$ cat config.mk
export PLATFORM = sky130hd
export DESIGN_NAME = fsc_ctrl
export DESIGN_NICKNAME = d
export VERILOG_FILES = /design/src/rtl/fsc_pkg.sv /design/src/rtl/fsc_db_if.sv /design/src/rtl/fsc_debounce.sv /design/src/rtl/fsc_ctrl.sv
export VERILOG_INCLUDE_DIRS = /design/src /design/src/rtl
export SDC_FILE = /design/constraint.sdc
export NUM_CORES = 1
export LEC_CHECK = 0
export ABC_CLOCK_PERIOD_IN_PS = 5700
export BUFFER_PORTS_ARGS = -buffer_cell sky130_fd_sc_hd__buf_2
export CELL_PAD_IN_SITES_DETAIL_PLACEMENT = 0
export CELL_PAD_IN_SITES_GLOBAL_PLACEMENT = 2
export CORE_MARGIN = 3
export CORE_UTILIZATION = 33
export CTS_BUF_LIST = sky130_fd_sc_hd__clkbuf_8 sky130_fd_sc_hd__clkbuf_16
export CTS_CLUSTER_DIAMETER = 120
export CTS_CLUSTER_SIZE = 10
export DETAILED_ROUTE_END_ITERATION = 12
export PLACE_DENSITY = 0.87
export SLEW_MARGIN = 20
export SYNTH_ARGS = -nofsm -noshare
export SYNTH_HDL_FRONTEND = slang
export SYNTH_SLANG_ARGS = --single-unit
$ cat constraint.sdc
create_clock -name i_clock -period 5.7 [get_ports i_clock]
set_input_delay 0.285 -clock i_clock [delete_from_list [all_inputs] [get_ports i_clock]]
set_output_delay 0.285 -clock i_clock [all_outputs]
set_load 0.02 [all_outputs]
$ cat src/rtl/fsc_regs.svh
`ifndef FSC_REGS_SVH
`define FSC_REGS_SVH

// register offsets (16-bit register words)
`define FSC_CTRL_ADR      16'h0170
`define FSC_NMUL_ADR      16'h0171
`define FSC_THETA_ADR     16'h0172
`define FSC_LAMBDA_ADR    16'h0173
`define FSC_SYNC_ADR      16'h0174
`define FSC_FRC_ADR       16'h0175
`define FSC_INTEG_ADR     16'h0176
`define FSC_INTEG_RB_ADR  16'h0177
`define FSC_SS_ADR        16'h0178
`define FSC_GPIO_ADR      16'h0179
`define FSC_STAT_ADR      16'h017A
`define FSC_SRC_ADR       16'h017B
`define FSC_TUNE_ADR      16'h01A7

// field positions
`define FSC_CTRL_EN       0
`define FSC_CTRL_FR       1
`define FSC_CTRL_UPD      2
`define FSC_INTEG_UPD     0
`define FSC_INTEG_VALID   1
`define FSC_TUNE_BW       0
`define FSC_TUNE_GAIN_LO  2

// reset values
`define FSC_FRC_RST       16'h0000
`define FSC_GAIN_RST      4'h0
`define FSC_BW_RST        1'b1
`define FSC_SRC_RST       4'h0
`define FSC_SYNC_DEN      17'h10000

// timing: debounce tick near 32 kHz, clock 4 ns
`define FSC_TICK_NS       31250
`define FSC_CLK_NS        4
`define FSC_TICK_CYC      (`FSC_TICK_NS / `FSC_CLK_NS)
`define FSC_DB_TICKS      4

`endif

$ cat src/rtl/fsc_pkg.sv
package fsc_pkg;

   typedef enum logic [2:0] {
      FSC_IDLE = 3'b001,
      FSC_REF  = 3'b010,
      FSC_FREE = 3'b100
   } fsc_state_t;

   typedef enum logic [1:0] {
      FSC_SS_OFF  = 2'h0,
      FSC_SS_TRI  = 2'h1,
      FSC_SS_ZERO_MEAN_FREQ_MODULATION = 2'h2,
      FSC_SS_DITH = 2'h3
   } fsc_ss_t;

   typedef enum logic [1:0] {
      FSC_GP_CLKOK = 2'h0,
      FSC_GP_LOCK  = 2'h1,
      FSC_GP_CLK   = 2'h2,
      FSC_GP_LOW   = 2'h3
   } fsc_gp_t;

   typedef struct packed {
      fsc_state_t  st;
      logic        ran;
      logic [1:0]  ref_s;
      logic [1:0]  iv_s;
      logic        en;
      logic        fr;
      logic        sync_en;
      logic [15:0] n_sh;
      logic [15:0] th_sh;
      logic [15:0] lam;
      logic [15:0] n_eff;
      logic [15:0] th_eff;
      logic [15:0] frc;
      logic [3:0]  src;
      logic [3:0]  gain;
      logic        bw;
      fsc_ss_t     ss_mode;
      logic [3:0]  ss_amp;
      logic [3:0]  ss_freq;
      fsc_gp_t     gp_sel;
      logic        ld;
      logic [15:0] ld_val;
      logic [15:0] div;
      logic        tick;
      logic [15:0] rdata;
      logic        rvalid;
   } fsc_st_t;

   typedef struct packed {
      logic [1:0] raw_s;
      logic [1:0] on_s;
      logic [7:0] cnt;
      logic       clean;
   } fsc_db_st_t;

endpackage : fsc_pkg

$ cat src/rtl/fsc_db_if.sv
`timescale 1ns/100ps
interface fsc_db_if;
   logic tick;
   logic clk_on;
   logic raw;
   logic clean;
   modport ctrl (output tick, output clk_on, output raw, input clean);
   modport deb  (input tick, input clk_on, input raw, output clean);
endinterface : fsc_db_if

$ cat src/rtl/fsc_debounce.sv
`timescale 1ns/100ps
`include "fsc_regs.svh"
module fsc_debounce #(
   parameter int DB_TICKS = `FSC_DB_TICKS
)(
   input  wire logic i_clock,
   input  wire logic i_sys_rst,
   fsc_db_if.deb     db
);
   fsc_pkg::fsc_db_st_t q;
   fsc_pkg::fsc_db_st_t n;

   assign db.clean = q.clean;

   always_comb begin
      n = q;
      n.raw_s = {q.raw_s[0], db.raw};
      n.on_s  = {q.on_s[0], db.clk_on};
      // no running slow clock means the status never moves
      if (db.tick && q.on_s[1]) begin
         if (q.raw_s[1] == q.clean) begin
            n.cnt = 8'h00;
         end else if (q.cnt == 8'(DB_TICKS - 1)) begin
            n.clean = q.raw_s[1];
            n.cnt   = 8'h00;
         end else begin
            n.cnt = q.cnt + 8'h01;
         end
      end
   end

   always_ff @(posedge i_clock or posedge i_sys_rst) begin
      if (i_sys_rst) begin
         q <= '0;
      end else begin
         q <= n;
      end
   end
endmodule : fsc_debounce

$ cat src/rtl/fsc_ctrl.sv
// Operation
// - denominator ignored while synchroniser enabled
// - four-bit synchroniser source, reserved codes refused
// - gain is two to code, saturating 256
// - bandwidth bit: 0 wide, 1 narrow, reset 1
// - free-run halts feedback correction
// - entering free-run keeps prior frequency
// - lost reference keeps loop running unreferenced
// - free-run clear relocks when reference returns
// - integrator strobe loads forced value in free-run
// - cold start in free-run uses reset value
// - live integrator readable, valid flag reported in free-run
// - per-loop spread spectrum mode, amplitude, rate
// - clock-OK and lock statuses provided
// - debounced statuses need running slow clock
// - pin statuses undebounced, need no clock
// - loop-derived clock selectable onto pin
// - multiplier changes apply on update strobe while enabled, at once while disabled
`timescale 1ns/100ps
`include "fsc_regs.svh"
module fsc_ctrl #(
   parameter int TICK_CYCLES = `FSC_TICK_CYC,
   parameter int DB_TICKS    = `FSC_DB_TICKS
)(
   input  wire logic        i_clock,
   input  wire logic        i_sys_rst,
   input  wire logic        i_reg_wr,
   input  wire logic        i_reg_rd,
   input  wire logic [15:0] i_reg_addr,
   input  wire logic [15:0] i_reg_wdata,
   output wire logic [15:0] o_reg_rdata,
   output wire logic        o_reg_rvalid,
   input  wire logic        i_ref_present,
   input  wire logic        i_loop_clk_ok,
   input  wire logic        i_loop_lock,
   input  wire logic        i_loop_clk,
   input  wire logic        i_integ_valid,
   input  wire logic [15:0] i_integ_live,
   input  wire logic        i_slow_clk_on,
   output wire logic        o_loop_enable,
   output wire logic        o_feedback_on,
   output wire logic        o_integ_load,
   output wire logic [15:0] o_integ_value,
   output wire logic [15:0] o_int_mult,
   output wire logic [15:0] o_frac_num,
   output wire logic [16:0] o_frac_den,
   output wire logic        o_sync_enable,
   output wire logic [3:0]  o_sync_src,
   output wire logic [8:0]  o_sync_gain,
   output wire logic        o_sync_narrow_bw,
   output wire logic [1:0]  o_ss_mode,
   output wire logic [3:0]  o_ss_amp,
   output wire logic [3:0]  o_ss_freq,
   output wire logic        o_clk_ok_db,
   output wire logic        o_lock_db,
   output wire logic        o_gpio_out
);
   fsc_pkg::fsc_st_t q;
   fsc_pkg::fsc_st_t n;
   logic             mult_upd;
   logic             integ_upd;
   logic             gpio_mux;
   logic [8:0]       gain_dec;

   fsc_db_if okb ();
   fsc_db_if lkb ();

   function automatic logic src_ok(input logic [3:0] c);
      case (c)
         4'h0:    src_ok = 1'b1;
         4'h1:    src_ok = 1'b1;
         4'h4:    src_ok = 1'b1;
         4'h5:    src_ok = 1'b1;
         4'h8:    src_ok = 1'b1;
         4'h9:    src_ok = 1'b1;
         4'hA:    src_ok = 1'b1;
         4'hC:    src_ok = 1'b1;
         4'hD:    src_ok = 1'b1;
         4'hE:    src_ok = 1'b1;
         default: src_ok = 1'b0;
      endcase
   endfunction : src_ok

   assign okb.tick   = q.tick;
   assign okb.clk_on = i_slow_clk_on;
   assign okb.raw    = i_loop_clk_ok;
   assign lkb.tick   = q.tick;
   assign lkb.clk_on = i_slow_clk_on;
   assign lkb.raw    = i_loop_lock;

   fsc_debounce #(
      .DB_TICKS (DB_TICKS)
   ) u_ok_db (
      .i_clock   (i_clock),
      .i_sys_rst (i_sys_rst),
      .db        (okb)
   );

   fsc_debounce #(
      .DB_TICKS (DB_TICKS)
   ) u_lock_db (
      .i_clock   (i_clock),
      .i_sys_rst (i_sys_rst),
      .db        (lkb)
   );

   always_comb begin
      n         = q;
      mult_upd  = 1'b0;
      integ_upd = 1'b0;
      n.ref_s   = {q.ref_s[0], i_ref_present};
      n.iv_s    = {q.iv_s[0], i_integ_valid};
      n.ld      = 1'b0;
      n.rvalid  = i_reg_rd;
      n.tick    = 1'b0;
      // slow enable for the debouncers
      if (q.div == 16'(TICK_CYCLES - 1)) begin
         n.div  = 16'h0000;
         n.tick = 1'b1;
      end else begin
         n.div = q.div + 16'h0001;
      end

      if (i_reg_wr) begin
         case (i_reg_addr)
            `FSC_CTRL_ADR: begin
               n.en     = i_reg_wdata[`FSC_CTRL_EN];
               n.fr     = i_reg_wdata[`FSC_CTRL_FR];
               mult_upd = i_reg_wdata[`FSC_CTRL_UPD];
            end
            `FSC_NMUL_ADR: begin
               n.n_sh = i_reg_wdata;
            end
            `FSC_THETA_ADR: begin
               n.th_sh = i_reg_wdata;
            end
            `FSC_LAMBDA_ADR: begin
               n.lam = i_reg_wdata;
            end
            `FSC_SYNC_ADR: begin
               n.sync_en = i_reg_wdata[0];
            end
            `FSC_FRC_ADR: begin
               n.frc = i_reg_wdata;
            end
            `FSC_INTEG_ADR: begin
               integ_upd = i_reg_wdata[`FSC_INTEG_UPD];
            end
            `FSC_SS_ADR: begin
               n.ss_mode = fsc_pkg::fsc_ss_t'(i_reg_wdata[1:0]);
               n.ss_amp  = i_reg_wdata[7:4];
               n.ss_freq = i_reg_wdata[11:8];
            end
            `FSC_GPIO_ADR: begin
               n.gp_sel = fsc_pkg::fsc_gp_t'(i_reg_wdata[1:0]);
            end
            `FSC_SRC_ADR: begin
               // reserved codes leave the previous source in place
               if (src_ok(i_reg_wdata[3:0])) begin
                  n.src = i_reg_wdata[3:0];
               end
            end
            `FSC_TUNE_ADR: begin
               n.gain = i_reg_wdata[5:2];
               n.bw   = i_reg_wdata[`FSC_TUNE_BW];
            end
            default: begin
            end
         endcase
      end

      // running loop sees new multipliers only on the strobe
      if (!n.en || mult_upd) begin
         n.n_eff  = n.n_sh;
         n.th_eff = n.th_sh;
      end

      case (q.st)
         fsc_pkg::FSC_IDLE: begin
            if (n.en) begin
               n.ran = 1'b1;
               if (n.fr) begin
                  n.st = fsc_pkg::FSC_FREE;
                  // never ran: start from the forced reset value
                  if (!q.ran) begin
                     n.ld     = 1'b1;
                     n.ld_val = `FSC_FRC_RST;
                  end
               end else begin
                  n.st = fsc_pkg::FSC_REF;
               end
            end
         end
         fsc_pkg::FSC_REF: begin
            if (!n.en) begin
               n.st = fsc_pkg::FSC_IDLE;
            end else if (n.fr) begin
               // integrator kept as is, so frequency holds
               n.st = fsc_pkg::FSC_FREE;
            end
         end
         fsc_pkg::FSC_FREE: begin
            if (!n.en) begin
               n.st = fsc_pkg::FSC_IDLE;
            end else if (!n.fr) begin
               n.st = fsc_pkg::FSC_REF;
            end else if (integ_upd) begin
               n.ld     = 1'b1;
               n.ld_val = n.frc;
            end
         end
         default: begin
            n.st = fsc_pkg::FSC_IDLE;
         end
      endcase

      n.rdata = 16'h0000;
      if (i_reg_rd) begin
         case (i_reg_addr)
            `FSC_CTRL_ADR: begin
               n.rdata = {14'h0000, q.fr, q.en};
            end
            `FSC_NMUL_ADR: begin
               n.rdata = q.n_sh;
            end
            `FSC_THETA_ADR: begin
               n.rdata = q.th_sh;
            end
            `FSC_LAMBDA_ADR: begin
               n.rdata = q.lam;
            end
            `FSC_SYNC_ADR: begin
               n.rdata = {15'h0000, q.sync_en};
            end
            `FSC_FRC_ADR: begin
               n.rdata = q.frc;
            end
            `FSC_INTEG_ADR: begin
               // strobe bit always reads zero
               n.rdata = {14'h0000, q.iv_s[1] && q.fr, 1'b0};
            end
            `FSC_INTEG_RB_ADR: begin
               // raw live word; software qualifies it by the valid bit
               n.rdata = i_integ_live;
            end
            `FSC_SS_ADR: begin
               n.rdata = {4'h0, q.ss_freq, q.ss_amp, 2'h0, q.ss_mode};
            end
            `FSC_GPIO_ADR: begin
               n.rdata = {14'h0000, q.gp_sel};
            end
            `FSC_STAT_ADR: begin
               n.rdata = {12'h000, q.st == fsc_pkg::FSC_FREE,
                          o_feedback_on, lkb.clean, okb.clean};
            end
            `FSC_SRC_ADR: begin
               n.rdata = {12'h000, q.src};
            end
            `FSC_TUNE_ADR: begin
               n.rdata = {10'h000, q.gain, 1'b0, q.bw};
            end
            default: begin
               n.rdata = 16'h0000;
            end
         endcase
      end
   end

   always_ff @(posedge i_clock or posedge i_sys_rst) begin
      if (i_sys_rst) begin
         q         <= '0;
         q.st      <= fsc_pkg::FSC_IDLE;
         q.frc     <= `FSC_FRC_RST;
         q.src     <= `FSC_SRC_RST;
         q.gain    <= `FSC_GAIN_RST;
         q.bw      <= `FSC_BW_RST;
         q.ss_mode <= fsc_pkg::FSC_SS_OFF;
         q.gp_sel  <= fsc_pkg::FSC_GP_CLKOK;
      end else begin
         q <= n;
      end
   end

   assign o_reg_rdata   = q.rdata;
   assign o_reg_rvalid  = q.rvalid;
   assign o_loop_enable = q.en;
   // correction only when referenced and a reference is seen
   assign o_feedback_on = (q.st == fsc_pkg::FSC_REF)
                          && q.ref_s[1];
   assign o_integ_load  = q.ld;
   assign o_integ_value = q.ld_val;
   assign o_int_mult    = q.n_eff;
   assign o_frac_num    = q.th_eff;
   // fixed 65536 denominator replaces the register under sync
   assign o_frac_den    = q.sync_en ? `FSC_SYNC_DEN
                                    : {1'b0, q.lam};
   assign o_sync_enable = q.sync_en;
   assign o_sync_src    = q.src;
   assign o_sync_gain   = gain_dec;
   assign o_sync_narrow_bw = q.bw;
   assign o_ss_mode     = q.ss_mode;
   assign o_ss_amp      = q.ss_amp;
   assign o_ss_freq     = q.ss_freq;
   assign o_clk_ok_db   = okb.clean;
   assign o_lock_db     = lkb.clean;

   // raw path on purpose: pin status must work with no clock
   always_comb begin
      case (q.gp_sel)
         fsc_pkg::FSC_GP_CLKOK: begin
            gpio_mux = i_loop_clk_ok;
         end
         fsc_pkg::FSC_GP_LOCK: begin
            gpio_mux = i_loop_lock;
         end
         fsc_pkg::FSC_GP_CLK: begin
            gpio_mux = i_loop_clk;
         end
         default: begin
            gpio_mux = 1'b0;
         end
      endcase
   end

   // table form keeps the saturation at 256 in plain sight
   always_comb begin
      case (q.gain)
         4'h0:    gain_dec = 9'h001;
         4'h1:    gain_dec = 9'h002;
         4'h2:    gain_dec = 9'h004;
         4'h3:    gain_dec = 9'h008;
         4'h4:    gain_dec = 9'h010;
         4'h5:    gain_dec = 9'h020;
         4'h6:    gain_dec = 9'h040;
         4'h7:    gain_dec = 9'h080;
         default: gain_dec = 9'h100;
      endcase
   end

   assign o_gpio_out = gpio_mux;
endmodule : fsc_ctrl

# After elaboration in Yosys (flattened, before gate mapping)
# Memory sizes are Yosys's and may differ from the RTL's.
# Cells that the tools add are included.
# W data, S select, Z words.
totals:
  register_bits: 205
  mem_bits_ro: 80
  input_bits: 58
  out_inout_bits: 113
  elab_cells: 135
  mem_count: 2
memory_table:
  columns: ["name", "depth", "word_bits", "rd", "rd_clocked_by_memory_dff", "wr", "line_no", "text"]
  rows:
  - ["(name not given)", 8, 8, 1, 0, 0, "fsc_ctrl.sv:327", "case (q.gain)"]
  - ["(name not given)", 16, 1, 1, 0, 0, "fsc_ctrl.sv:69", "case (c)"]
op_classes:
  n_addsub: 3
  n_eq_ne: 31
  mux: 44
  bitwise_logic: 2
  n_reduce_logical: 19
ops:
  columns: ["op", "n"]
  rows:
  - ["$eq A16 B9 Y1 const B", 13]
  - ["$pmux W16 S13", 1]
  - ["$mux W17", 7]
  - ["$mux W16", 6]
  - ["$mux W51", 1]
  - ["$mux W37", 1]
  - ["$pmux W17 S2", 1]
  - ["$mux W8", 4]
  - ["$add A16 B1 Y16 const B", 1]
  - ["$add A8 B1 Y8 const B", 2]
  - ["$eq A16 B13 Y1 const B", 1]
  - ["$eq A8 B2 Y1 const B", 2]
  - ["$mux W3", 5]
  - ["$mux W4", 3]
  - ["$ne A2 B2 Y1 const B", 6]
  - ["$reduce_and A2 Y1", 6]
  - ["$reduce_and A3 Y1", 4]
  - ["$mux W10", 1]
  - ["$mux W9", 1]
  - ["$pmux W3 S3", 1]
  - ["$mux W1", 8]
  - ["$reduce_and A7 Y1", 1]
  - ["$ne A3 B3 Y1 const B", 2]
  - ["$mux W5", 1]
  - ["other kinds (14)", 20]

# Depth between registers and ports, before layout
# Gate-level depths: netlist of run 1.
depth:
  word_depth: 10
  depth_mapped: 8
  depth_no_buf: 6

# Modules after synthesis
# From an unflattened synthesis of run 1, not the netlist that was laid out.
hier_totals:
  hier_cells: 792
  area_unflattened_um2: 9713.1
by_module_without_submodules:
  columns: ["module", "n_inst", "cells_each", "area_each_um2", "seq_area_each_um2"]
  rows:
  - ["fsc_ctrl", 1, 692, 8521.9, 4481.8]
  - ["fsc_debounce", 2, 50, 595.6, 325.3]

# Worst setup path after synthesis of run 1
# Ideal clock, no wire load.
synth_timing:
  kind: "input-to-reg"
  from: "input port i_reg_addr[1]"
  to: "register q (netlist bit o_frac_num[10])"
  setup_ns: 0.125
  arrival_time_ns: 2.300
  required_time_ns: 5.575
  slack_ns: 3.275
  path_stages: 8
  n_path_buf: 3
  path_cell_list: "clkbuf_1 -> or4b_2 -> nor2_1 -> and3_1 -> buf_2 -> buf_2 -> mux2_2 -> mux2_2"
synth_rtl:
  columns: ["element", "line_no", "text"]
  rows:
  - ["start: declaration", "fsc_ctrl.sv:29", "input wire logic [15:0] i_reg_addr,"]
  - ["end signal: assignment", "fsc_ctrl.sv:280", "q <= n;"]
  - ["end: declaration", "fsc_ctrl.sv:58", "fsc_pkg::fsc_st_t q;"]

==> results of run 1 <==
critical path: cells and delay by family:
family | cells | cell delay [ns]
AOI/OAI and AO/OA | 2 | 0.33
buffers and inverters | 2 | 0.41
and+or+nand+nor | 3 | 2.00
power by group:
group	internal, mW	total (mW)	switching (mW)
clock network	0.784	1.37	0.586
registers	1.46	1.47	0.0101
logic	0.0390	0.128	0.0889
total	2.28	2.96	0.685
cells in the final DEF, fill, tap and decap left out, drive strengths merged, types with 3 or more instances in the layout:
cell	Yosys	layout
o21ai	30	30
a2bb2oi	9	9
nor4	11	11
ha	3	3
a22oi	12	12
nand4	4	4
inv	27	45
mux2i	31	31
dlygate4sd3	0	7
buf	95	179
or2	3	3
nor2	43	43
xor2	8	8
mux2	97	97
a21oi	16	16
or4b	3	3
or3	3	3
o31ai	7	7
nor3	16	16
o2bb2ai	16	16
a222oi	12	12
nand2	45	45
dfrtp	201	201
nand2b	9	9
nand3	26	26
and3	8	8
or4	4	4
a31oi	5	5
clkbuf	15	25
xnor2	13	13
nor2b	27	27
per-stage QoR:
stage | power (mW) | instances | hold slack [ns] | setup WS, ns | util
3_3_place_gp | 1.62 | 1265 | 0.227 | 2.61 | 0.363
3_5_place_dp | 1.62 | 1265 | 0.229 | 2.56 | 0.363
6_report | 2.96 | 1316 | 0.0713 | 3.05 | 0.390
2_1_floorplan | 1.56 | 818 | 0.316 | 2.79 | -
4_1_cts | 3.00 | 1316 | 0.0650 | 3.09 | 0.390
5_1_grt | 3.07 | 1316 | 0.0798 | 2.95 | 0.390
cells by family (layout without fill, tap and decap cells):
kind of cell             Yosys count  in the layout  share of synthesized area
XOR/XNOR                          21             21                     0.0193
adder cells (fa/ha/maj)            3              3                    0.00393
AND/OR/NAND/NOR                  209            209                      0.117
multiplexers                     128            128                      0.151
flip-flops                       203            203                      0.533
AO/OA/AOI/OAI                    117            117                     0.0868
buffers and inverters            137            257                     0.0892
repair_timing:
action                                 in CTS  in global routing
endpoints found under the hold margin      13                  0
resized for setup                           0                  0
hold buffers                                7                  0
cell type report:
class,instances,area [sq um],area share
clock buffer,25,626,0.0569
clock inverter,19,76.3,0.00694
inverter,27,105,0.00956
multi-input combinational,478,3640,0.331
sequential,203,5080,0.462
tap,378,473,0.0430
timing repair buffer,186,988,0.0899
sequential cells by signal, summed over array words and instances, names as in the netlist, 4 cells and up:
| name | cells |
|---|---|
| o_frac_num | 16 |
| o_int_mult | 16 |
| o_integ_value | 16 |
| o_reg_rdata | 16 |
| o_ss_amp | 4 |
| o_ss_freq | 4 |
| o_sync_src | 4 |
| q | 93 |
| u_lock_db.q | 10 |
| u_ok_db.q | 9 |
metal layers:
metal  vias to the layer above  track usage  part of all wire
met5                         -            0                 0
met4                         0       0.0581             0.035
met3                        54       0.0465             0.075
met2                       214        0.271              0.46
met1                      3257        0.223              0.43
li1                       3029            -                 -
final timing paths:
kind | start | to | depth (start not counted)
max | i_reg_addr[9] | o_reg_rdata[2] | 7
min | i_reg_wdata[13] | q[133] | 2
max reg2reg | u_ok_db.q[4] | u_ok_db.q[4] | 5
min reg2reg | n[172] | q[172] | 0
max in group asynchronous | i_sys_rst | q[164] | 4
min in group asynchronous | i_sys_rst | q[174] | 3
==> results_tabular.tex, run 1 <==
\begin{tabular}{lr}
\hline
Metric & Value \\
\hline
\multicolumn{2}{l}{\textbf{Run status}} \\
Status & finished clean \\
\multicolumn{2}{l}{\textbf{Yosys}} \\
Synthesized Nets & just under 900 \\
Dominant cell by count in the synthesized netlist & sky130\_fd\_sc\_hd\_\_dfrtp\_1 \\
Yosys reg bits & between 200 and 250 \\
Most area-hungry cell type in the Yosys netlist & sky130\_fd\_sc\_hd\_\_dfrtp\_1 \\
Mapped cell area & 9540 sq um \\
Number of warnings issued by yosys & 0 \\
Largest cells by area after synthesis & sky130\_fd\_sc\_hd\_\_dfrtp\_1 (53\%), sky130\_fd\_sc\_hd\_\_mux2\_2 (10\%), sky130\_fd\_sc\_hd\_\_buf\_4 (6.5\%) \\
Area share of the leading cell type in the synthesized netlist & 0.527 \\
Share of the yosys chip area belonging to registers & 0.533 \\
Average footprint of a synthesized cell & 11.7 sq um \\
Synthesized instance count & 818 \\
List of most frequent post-synthesis cells & sky130\_fd\_sc\_hd\_\_dfrtp\_1 (201), sky130\_fd\_sc\_hd\_\_mux2\_2 (86), sky130\_fd\_sc\_hd\_\_buf\_4 (82) \\
Post-synth cell types & 55 \\
Async SR Flop Fraction & 1.00 \\
Number of enable-type register cells in the synthesized netlist & 0 \\
Most instantiated flip-flop cell in the synthesis netlist & sky130\_fd\_sc\_hd\_\_dfrtp\_1 \\
\multicolumn{2}{l}{\textbf{Timing}} \\
\# setup viols final & 0 \\
Max Clock Freq & 0.378 GHz \\
Worst-case clock skew & 0.0136 ns \\
Minimum period implied by the final worst setup slack & 2.65 ns \\
Setup repair after global routing missed its margin & no \\
Final Hold Vio Count & 0 \\
Number of max-slew violations in the final report & 0 \\
Final TNS setup & 0 ns \\
Relative max-transition margin & 0.329 \\
Tcrit/Tclk final & 0.464 \\
Worst Max-Slew Pin Slew & 1.01 ns \\
\multicolumn{2}{l}{\textbf{Hold path}} \\
Worst hold-check path type & input pin to flop \\
\multicolumn{2}{l}{\textbf{Clocking}} \\
Clock-pin slew reported for the worst setup and hold paths after clock tree synthesis & approximately 0.060 ns \\
Longest Clk Path Bufs & 3 \\
Clock insertion delay at the later pin of the skew report & 0.51 ns \\
CTS sink cnt & 203 \\
Total clock buffers created by CTS & 24 \\
TritonCTS clock tree & done \\
Root Driver & sky130\_fd\_sc\_hd\_\_clkbuf\_16 \\
Setup fix buffers added after clock tree synthesis & 0 \\
CTS HTree Levels & 1 \\
\multicolumn{2}{l}{\textbf{Global routing}} \\
Vias in the first global route & 6,776 \\
Global-route wire length before repair & between 40,000 and 50,000 um \\
Total routing usage reported by global routing & 0.170 \\
Total overflow reported by the global router & 0 \\
Pin count of the biggest net entering global routing & 76 \\
Initial antenna violation count & 0 \\
\multicolumn{2}{l}{\textbf{Setup path}} \\
Cell breakdown of the critical path & buf\_2 -> or4b\_1 -> or3\_1 -> nor2\_1 -> buf\_4 -> a22oi\_1 -> a31oi\_1 \\
Setup crit end kind & flop \\
Worst R2R Setup Slack & 3.62 ns \\
Category of the critical setup timing path & input pin to flop \\
Worst-path maximum fanout & 9 \\
Worst-path cell with the longest stage delay & sky130\_fd\_sc\_hd\_\_or4b\_1 \\
Critical path startpoint category & input pin \\
Critical Path AT & 3.03 ns \\
Slowest cell delay on critical path & 0.76 ns \\
Required time reported for the critical path endpoint & 6.08 ns \\
\multicolumn{2}{l}{\textbf{Placed design}} \\
Detailed placement HPWL & 19,000 um \\
Area of placed instances & 10,200 sq um \\
Routability congestion estimate from global placement & 0.858 \\
Number of buffer cells added on primary ports & 170 \\
\multicolumn{2}{l}{\textbf{Pwr}} \\
Cell leakage power & 5.56 nW \\
Max VDD drop & 202 uV \\
Power density normalized to cell area & 270 nW/um\^{}2 \\
\multicolumn{2}{l}{\textbf{Cells and area}} \\
Number of inserted filler cells in the final layout & 2,747 \\
\# diodes & 0 \\
Post-synthesis to final-layout area growth & 15.2\% \\
\# nets final & 981 \\
Final instance area & 11,000 sq um \\
Share of post-route cells with drive strength above 1 & 0.341 \\
\multicolumn{2}{l}{\textbf{Job}} \\
Number of max-capacitance violations reported & 0 \\
\multicolumn{2}{l}{\textbf{Floorplan}} \\
Area inside the core boundary & around 28,000 sq um \\
Num rows & 61 \\
Die H & 176 um \\
Initial cell density of the core & 0.339 \\
Die width & 176 um \\
Die area & 31,000 sq um \\
I/O pins & 171 \\
\multicolumn{2}{l}{\textbf{Drt}} \\
Drt first pass iters & 8 \\
DRC Markers & 0 \\
Number of design-rule violations left by the first detailed-router iteration & between 400 and 500 \\
Total detailed-routing wirelength & 26,800 um \\
Via count & 6,554 \\
Via density per instance & approximately 5.0 \\
Post-route antenna net violation count & 0 \\
Detailed-route wire length per cell & 20.4 um \\
\hline
\end{tabular}
Power figures use the tool's default switching activity.
==> inputs of run 2 (changes only) <==
--- a/config.mk
+++ b/config.mk
@@ -6,17 +6,17 @@
 export SDC_FILE = /design/constraint.sdc
 export NUM_CORES = 1
 export LEC_CHECK = 0
-export ABC_CLOCK_PERIOD_IN_PS = 5700
+export ABC_CLOCK_PERIOD_IN_PS = 2700
 export BUFFER_PORTS_ARGS = -buffer_cell sky130_fd_sc_hd__buf_2
 export CELL_PAD_IN_SITES_DETAIL_PLACEMENT = 0
 export CELL_PAD_IN_SITES_GLOBAL_PLACEMENT = 2
 export CORE_MARGIN = 3
-export CORE_UTILIZATION = 33
+export CORE_UTILIZATION = 37
 export CTS_BUF_LIST = sky130_fd_sc_hd__clkbuf_8 sky130_fd_sc_hd__clkbuf_16
 export CTS_CLUSTER_DIAMETER = 120
 export CTS_CLUSTER_SIZE = 10
 export DETAILED_ROUTE_END_ITERATION = 12
-export PLACE_DENSITY = 0.87
+export PLACE_DENSITY = 0.91
 export SLEW_MARGIN = 20
 export SYNTH_ARGS = -nofsm -noshare
 export SYNTH_HDL_FRONTEND = slang
==> constraint.sdc (replaced) <==
create_clock -name i_clock -period 2.7 [get_ports i_clock]
set_input_delay 0.135 -clock i_clock [delete_from_list [all_inputs] [get_ports i_clock]]
set_output_delay 0.135 -clock i_clock [all_outputs]
set_load 0.02 [all_outputs]
==> results_tabular.tex, run 2 (synthesis gave the netlist of run 1 again) <==
\begin{tabular}{lr}
\hline
Metric & Value \\
\hline
\multicolumn{2}{l}{\textbf{Cells and area}} \\
Most common cell after layout, fill and taps aside & sky130\_fd\_sc\_hd\_\_dfrtp\_1 \\
Share of post-route cells with drive strength above 1 & 0.351 (+0.0103) \\
Final core utilization & 0.450 (+0.0598) \\
Max reg flops & 93 (unchanged) \\
Final instance area & 11,400 sq um (+3.4\%) \\
\# diodes & 0 (unchanged) \\
Largest register by flop count & q \\
Layout Cells excl Fill & 1,303 (-0.99\%) \\
Number of inserted filler cells in the final layout & 2,382 (-13\%) \\
Top library cells by usage in the layout, fill and taps aside & sky130\_fd\_sc\_hd\_\_dfrtp\_1 (201), sky130\_fd\_sc\_hd\_\_buf\_2 (170), sky130\_fd\_sc\_hd\_\_mux2\_2 (86) \\
Post-synthesis to final-layout area growth & 19.1\% \\
\# nets final & 1,028 (+4.8\%) \\
\multicolumn{2}{l}{\textbf{Clocking}} \\
CTS HTree Levels & 1 (unchanged) \\
TritonCTS clock tree & done \\
Root Driver & sky130\_fd\_sc\_hd\_\_clkbuf\_16 \\
CTS sink cnt & 203 (unchanged) \\
Clock-pin slew reported for the worst setup and hold paths after clock tree synthesis & 0.05 ns (about the same) \\
Longest Clk Path Bufs & 3 (unchanged) \\
Total clock buffers created by CTS & 24 (unchanged) \\
Setup fix buffers added after clock tree synthesis & 0 (unchanged) \\
Clock insertion delay at the later pin of the skew report & 0.52 ns (about the same) \\
\multicolumn{2}{l}{\textbf{Floorplan}} \\
Num rows & 58 (-4.9\%) \\
Die width & 167 um (-5.4\%) \\
Die H & 167 um (-5.4\%) \\
Initial cell density of the core & 0.378 (+0.0390) \\
Area inside the core boundary & 25,300 sq um (-10\%) \\
Die area & 27,800 sq um (-10\%) \\
I/O pins & 171 (unchanged) \\
\multicolumn{2}{l}{\textbf{Hold path}} \\
Worst hold-check path type & input pin to flop \\
Hold Crit Depth & 3 (+1) \\
HP Start & i\_integ\_live[6] \\
\multicolumn{2}{l}{\textbf{Setup path}} \\
Logic depth of the worst register-to-register path & 5 (unchanged) \\
Setup crit end kind & flop \\
Worst-path cell with the longest stage delay & sky130\_fd\_sc\_hd\_\_or4b\_1 \\
Slowest cell delay on critical path & 0.74 ns (-0.02 ns) \\
Category of the critical setup timing path & input pin to flop \\
Top cell family by delay on the critical path & simple AND/OR/NAND/NOR gates \\
CP bufs+invs & 2 (unchanged) \\
Crit Reg-Reg Startpoint & u\_lock\_db.q[4] \\
Required time reported for the critical path endpoint & 3.06 ns (-3.02 ns) \\
Critical path startpoint category & input pin \\
Worst-path maximum fanout & 17 (+8) \\
Critical Path AT & 2.53 ns (-0.50 ns) \\
Setup crit start & i\_reg\_addr[9] \\
Cell breakdown of the critical path & buf\_2 -> or4b\_1 -> or3\_1 -> buf\_4 -> nor3\_1 -> o22ai\_2 -> o2bb2ai\_1 \\
Critical path depth in cells & 7 (unchanged) \\
\multicolumn{2}{l}{\textbf{Drt}} \\
Number of design-rule violations left by the first detailed-router iteration & 457 (-8.2\%) \\
Detailed-route wire length per cell & 19.8 um (-2.7\%) \\
Total detailed-routing wirelength & 25,800 um (-3.7\%) \\
Via density per instance & 5.13 (+3.0\%) \\
Post-route antenna net violation count & 0 (unchanged) \\
Via count & 6,685 (+2.0\%) \\
Drt first pass iters & 9 (+1) \\
DRC Markers & 0 (unchanged) \\
\multicolumn{2}{l}{\textbf{Pwr}} \\
Overall power & 6.19 mW (+110\%) \\
Max VDD drop & 340 uV (+68\%) \\
Cell leakage power & 5.73 nW (+3.0\%) \\
Power density normalized to cell area & 545 nW/um\^{}2 (+100\%) \\
\multicolumn{2}{l}{\textbf{Timing}} \\
Setup repair after global routing missed its margin & no \\
Worst-case clock skew & 0.0110 ns (-0.00253 ns) \\
Setup ws final & 0.533 ns (-2.52 ns) \\
\# setup viols final & 0 (unchanged) \\
Minimum period implied by the final worst setup slack & 2.17 ns \\
Relative max-transition margin & 0.396 (+0.0662) \\
Number of max-slew violations in the final report & 0 (unchanged) \\
Tcrit/Tclk final & 0.803 \\
Final Hold Vio Count & 0 (unchanged) \\
Worst Max-Slew Pin Slew & 0.907 ns (-0.0993 ns) \\
Max Clock Freq & approximately 0.46 GHz \\
Final TNS setup & 0 ns (unchanged) \\
Final hold slack & 0.0300 ns (-0.0413 ns) \\
\multicolumn{2}{l}{\textbf{Global routing}} \\
Total overflow reported by the global router & 0 (unchanged) \\
Total routing usage reported by global routing & 0.183 (+0.0133) \\
Vias in the first global route & 7,005 (+3.4\%) \\
Global-route wire length before repair & 40,500 um (-0.78\%) \\
Initial antenna violation count & 0 (unchanged) \\
Pin count of the biggest net entering global routing & 71 (-6.6\%) \\
\multicolumn{2}{l}{\textbf{Placed design}} \\
Setup WS pre-CTS & 0.000691 ns (-2.56 ns) \\
Routability congestion estimate from global placement & 0.877 (+2.2\%) \\
Inst Count DP & 1,239 (-2.1\%) \\
Area of placed instances & 10,400 sq um (+1.8\%) \\
Number of buffer cells added on primary ports & 170 (unchanged) \\
Detailed placement HPWL & 18,000 um (-5.1\%) \\
\multicolumn{2}{l}{\textbf{Job}} \\
Number of max-capacitance violations reported & 0 (unchanged) \\
\multicolumn{2}{l}{\textbf{Run status}} \\
Status & finished clean \\
\hline
\end{tabular}
[run 2: per-layer routing]
layer | global-route usage | share of wire | vias up
met5 | 0 | 0 | -
met4 | 0.0549 | 0.025 | 0
met3 | 0.0475 | 0.077 | 44
met2 | 0.286 | 0.45 | 219
met1 | 0.252 | 0.45 | 3305
li1 | - | - | 3117
[run 2: worst paths after layout]
path / endpoint / slack, ns
worst max-delay path: o_integ_value[10] / 0.53
worst min-delay path: o_reg_rdata[6] / 0.03
worst max register to register: u_lock_db.q[5] / 0.70
worst min register to register: u_ok_db.q[12] / 0.35
max in group asynchronous: q[165] / 1.59
min in group asynchronous: u_lock_db.n[10] / 0.30
[run 2: final cells by class]
cell class	count	area (sq um)	area share
Timing Repair Buffer	233	1480	0.130
Tap cell	330	413	0.0363
Inverter	27	105	0.00925
Clock buffer	24	601	0.0528
Clock inverter	8	47.5	0.00418
Multi-Input combinational cell	478	3640	0.320
Sequential cell	203	5080	0.447
[run 2: power by group]
part           switching [mW]  internal, mW
clock network            1.20          1.58
registers              0.0198          3.08
logic                   0.194         0.117
total                    1.42          4.77
[run 2: timing repair]
action	CTS	global route
hold buffers	32	0
setup endpoints to repair	0	0
endpoints found under the hold margin	108	0
gates resized for setup	0	0
[run 2: worst min-delay path: stages]
cell and delay [ns]:
sky130_fd_sc_hd__buf_2 0.09, sky130_fd_sc_hd__a222oi_1 0.08, sky130_fd_sc_hd__a21oi_1 0.19
==> inputs of run 3 (changes only) <==
--- a/config.mk
+++ b/config.mk
@@ -6,17 +6,18 @@
 export SDC_FILE = /design/constraint.sdc
 export NUM_CORES = 1
 export LEC_CHECK = 0
-export ABC_CLOCK_PERIOD_IN_PS = 2700
+export ABC_AREA = 1
+export ABC_CLOCK_PERIOD_IN_PS = 1850
 export BUFFER_PORTS_ARGS = -buffer_cell sky130_fd_sc_hd__buf_2
 export CELL_PAD_IN_SITES_DETAIL_PLACEMENT = 0
 export CELL_PAD_IN_SITES_GLOBAL_PLACEMENT = 2
 export CORE_MARGIN = 3
-export CORE_UTILIZATION = 37
+export CORE_UTILIZATION = 30
 export CTS_BUF_LIST = sky130_fd_sc_hd__clkbuf_8 sky130_fd_sc_hd__clkbuf_16
 export CTS_CLUSTER_DIAMETER = 120
 export CTS_CLUSTER_SIZE = 10
 export DETAILED_ROUTE_END_ITERATION = 12
-export PLACE_DENSITY = 0.91
+export PLACE_DENSITY = 0.87
 export SLEW_MARGIN = 20
 export SYNTH_ARGS = -nofsm -noshare
 export SYNTH_HDL_FRONTEND = slang
==> constraint.sdc (replaced) <==
create_clock -name i_clock -period 1.85 [get_ports i_clock]
set_input_delay 0.0925 -clock i_clock [delete_from_list [all_inputs] [get_ports i_clock]]
set_output_delay 0.0925 -clock i_clock [all_outputs]
set_load 0.02 [all_outputs]
==> results_tabular.tex, run 3 <==
\begin{tabular}{lr}
\hline
Metric & Value \\
\hline
\multicolumn{2}{l}{\textbf{Run status}} \\
Status & finished clean \\
\multicolumn{2}{l}{\textbf{Floorplan}} \\
Initial cell density of the core & 0.307 (-0.0710) \\
Num rows & 66 (+14\%) \\
Die H & 189 um (+14\%) \\
I/O pins & 171 (unchanged) \\
Die area & 35,800 sq um (+29\%) \\
Area inside the core boundary & 32,800 sq um (+30\%) \\
Die width & 189 um (+14\%) \\
\multicolumn{2}{l}{\textbf{Global routing}} \\
Total overflow reported by the global router & 0 (unchanged) \\
Pin count of the biggest net entering global routing & 69 (-2.8\%) \\
Vias in the first global route & 8,217 (+17\%) \\
Total routing usage reported by global routing & 0.165 (-0.0178) \\
Initial antenna violation count & 0 (unchanged) \\
Global-route wire length before repair & 47,000 um (+16\%) \\
\multicolumn{2}{l}{\textbf{Yosys}} \\
Largest cells by area after synthesis & sky130\_fd\_sc\_hd\_\_dfrtp\_1 (50\%), sky130\_fd\_sc\_hd\_\_nand2\_1 (10\%), sky130\_fd\_sc\_hd\_\_inv\_1 (7.0\%) \\
Area share of the leading cell type in the synthesized netlist & 0.500 (-0.0272) \\
Most area-hungry cell type in the Yosys netlist & sky130\_fd\_sc\_hd\_\_dfrtp\_1 \\
Mapped cell area & 10,100 sq um (+5.4\%) \\
Synthesized Nets & 1,300 (+48\%) \\
Dominant cell by count in the synthesized netlist & sky130\_fd\_sc\_hd\_\_nand2\_1 \\
Yosys reg bits & 203 (unchanged) \\
List of most frequent post-synthesis cells & sky130\_fd\_sc\_hd\_\_nand2\_1 (280), sky130\_fd\_sc\_hd\_\_dfrtp\_1 (201), sky130\_fd\_sc\_hd\_\_inv\_1 (188) \\
Share of the yosys chip area belonging to registers & 0.505 (-0.0275) \\
Async SR Flop Fraction & 1.00 (unchanged) \\
Post-synth cell types & 47 (-15\%) \\
Synthesized instance count & 1,239 (+51\%) \\
Number of warnings issued by yosys & 0 (unchanged) \\
Number of enable-type register cells in the synthesized netlist & 0 (unchanged) \\
Average footprint of a synthesized cell & 8.12 sq um (-30\%) \\
Most instantiated flip-flop cell in the synthesis netlist & sky130\_fd\_sc\_hd\_\_dfrtp\_1 \\
\multicolumn{2}{l}{\textbf{Cells and area}} \\
\# diodes & 0 (unchanged) \\
Most common cell after layout, fill and taps aside & sky130\_fd\_sc\_hd\_\_nand2\_1 \\
Post-synthesis to final-layout area growth & 23.1\% \\
Max reg flops & 93 (unchanged) \\
Largest register by flop count & q \\
Register area & 5080 sq um (about the same) \\
Top library cells by usage in the layout, fill and taps aside & sky130\_fd\_sc\_hd\_\_nand2\_1 (280), sky130\_fd\_sc\_hd\_\_dfrtp\_1 (200), sky130\_fd\_sc\_hd\_\_inv\_1 (194) \\
Final instance area & 12,400 sq um (+9.0\%) \\
\# nets final & 1,485 (+44\%) \\
Layout Cells excl Fill & 1,873 (+44\%) \\
Number of inserted filler cells in the final layout & 3,392 (+42\%) \\
Share of post-route cells with drive strength above 1 & 0.224 (-0.127) \\
Area of combinational cells with multiple inputs & 3470 sq um (-4.7\%) \\
\multicolumn{2}{l}{\textbf{Setup path}} \\
Category of the critical setup timing path & flop to primary output \\
Worst-path maximum fanout & 11 (-6) \\
Setup crit end kind & primary output \\
Required time reported for the critical path endpoint & 1.76 ns (-1.30 ns) \\
Critical path startpoint category & flop \\
Slowest cell delay on critical path & 0.50 ns (-0.24 ns) \\
Top cell family by delay on the critical path & flip-flops \\
Critical Path AT & 1.69 ns (-0.84 ns) \\
Worst-path cell with the longest stage delay & sky130\_fd\_sc\_hd\_\_dfrtp\_2 \\
CP bufs+invs & 2 (unchanged) \\
Cell breakdown of the critical path & buf\_4 -> nor2\_1 -> buf\_2 \\
\multicolumn{2}{l}{\textbf{Placed design}} \\
Detailed placement HPWL & 23,000 um (+28\%) \\
Inst Count DP & 1,809 (+46\%) \\
Number of buffer cells added on primary ports & 170 (unchanged) \\
Area of placed instances & 11,400 sq um (+9.7\%) \\
Routability congestion estimate from global placement & 0.878 (+0.11\%) \\
\multicolumn{2}{l}{\textbf{Timing}} \\
Worst Max-Slew Pin Slew & 0.488 ns (-0.418 ns) \\
Relative max-transition margin & 0.673 (+0.277) \\
Setup repair after global routing missed its margin & no \\
Number of max-slew violations in the final report & 0 (unchanged) \\
\# setup viols final & 0 (unchanged) \\
Worst-case clock skew & 0.0202 ns (+0.00915 ns) \\
Final Hold Vio Count & 0 (unchanged) \\
Max Clock Freq & roughly 0.56 GHz \\
Minimum period implied by the final worst setup slack & $\sim$1.8 ns \\
Tcrit/Tclk final & 0.965 \\
\multicolumn{2}{l}{\textbf{Clocking}} \\
Setup fix buffers added after clock tree synthesis & 0 (unchanged) \\
Longest Clk Path Bufs & 3 (unchanged) \\
CTS sink cnt & 203 (unchanged) \\
Clock insertion delay at the later pin of the skew report & 0.52 ns (about the same) \\
Total clock buffers created by CTS & 24 (unchanged) \\
TritonCTS clock tree & done \\
Clock-pin slew reported for the worst setup and hold paths after clock tree synthesis & 0.06 ns (about the same) \\
Root Driver & sky130\_fd\_sc\_hd\_\_clkbuf\_16 \\
CTS HTree Levels & 1 (unchanged) \\
\multicolumn{2}{l}{\textbf{Pwr}} \\
Cell leakage power & 6.11 nW (+6.7\%) \\
Power density normalized to cell area & 730 nW/um\^{}2 (+34\%) \\
Max VDD drop & 566 uV (+67\%) \\
\multicolumn{2}{l}{\textbf{Job}} \\
Number of max-capacitance violations reported & 0 (unchanged) \\
\multicolumn{2}{l}{\textbf{Drt}} \\
Number of design-rule violations left by the first detailed-router iteration & 528 (+16\%) \\
Via density per instance & 4.39 (-14\%) \\
Total detailed-routing wirelength & 29,800 um (+15\%) \\
Via count & 8,218 (+23\%) \\
Detailed-route wire length per cell & 15.9 um (-20\%) \\
Drt first pass iters & 6 (-3) \\
Post-route antenna net violation count & 0 (unchanged) \\
DRC Markers & 0 (unchanged) \\
\multicolumn{2}{l}{\textbf{Hold path}} \\
Worst hold-check path type & input pin to flop \\
\hline
\end{tabular}
[run 3: logic make-up (layout without fill, tap and decap cells)]
| family | Yosys count | after routing | synth area share |
|---|---|---|---|
| AOI/OAI and AO/OA | 172 | 172 | 0.0934 |
| adders and majority gates | 3 | 3 | 0.00373 |
| xor gates and xnor gates | 12 | 12 | 0.0104 |
| muxes | 2 | 2 | 0.00199 |
| DFF | 203 | 203 | 0.505 |
| and+or+nand+nor | 537 | 537 | 0.234 |
| buffers and inverters | 310 | 502 | 0.151 |
[run 3: per-stage QoR]
stage / util / hold slack [ns] / total power [mW] / setup slack [ns] / TNS [ns]
floorplan: - / 0.124 / 4.67 / -0.871 / -175.51
global placement: 0.348 / 0.0723 / 4.89 / -0.00237 / -0.00317
detailed placement: 0.348 / 0.0691 / 4.89 / -0.0327 / -0.136
CTS: 0.378 / 0.00457 / 9.17 / 0.0503 / 0
global route: 0.378 / 0.0135 / 9.39 / 0.0410 / 0
finish: 0.378 / 0.0130 / 9.04 / 0.0650 / 0
[run 3: power by group]
| group | total [mW] | internal, mW | switching, mW |
|---|---|---|---|
| registers | 4.46 | 4.46 | 0.00519 |
| logic | 0.392 | 0.149 | 0.243 |
| clock network | 4.19 | 2.38 | 1.81 |
| total | 9.04 | 6.99 | 2.05 |
[run 3: layer usage]
metal	GRT usage	share of wire	wire length [um]
met4	0.0435	0.023	675
met5	0	0	0
met3	0.0322	0.055	1640
met1	0.242	0.49	14600
met2	0.249	0.43	12900
[run 3: what timing repair did]
action	in CTS	in global routing
gates resized for setup	1	2
hold endpoints to repair	226	0
setup endpoints to repair	3	2
hold buffers	31	0
[run 3: layout make-up]
cell class                 count  share of cell area
clock buffer                  25              0.0505
tap                          442              0.0447
clock inverter                 8             0.00283
inverter                     196              0.0600
multi-input combinational    726               0.280
timing repair buffer         273               0.152
sequential                   203               0.410
[run 3: path summary, 6_finish.rpt]
kind / startpoint / to / slack [ns] / cells after the start
setup reg to reg: q[177] / o_integ_value[15] / 0.25 / 7
max in group asynchronous: i_sys_rst / o_frac_num[12] / 1.01 / 4
min in group asynchronous: i_sys_rst / q[121] / 0.07 / 3
hold / removal: i_integ_live[13] / o_reg_rdata[13] / 0.01 / 5
hold reg to reg: n[174] / q[174] / 0.34 / 0
setup / recovery: o_sync_enable / o_frac_den[15] / 0.06 / 3
[run 3: tightest hold or removal path, stage by stage]
cell and delay, ns:
sky130_fd_sc_hd__buf_2 0.10, sky130_fd_sc_hd__inv_1 0.04, sky130_fd_sc_hd__nor2_1 0.09, sky130_fd_sc_hd__nor3_1 0.06
sky130_fd_sc_hd__nor2_2 0.09
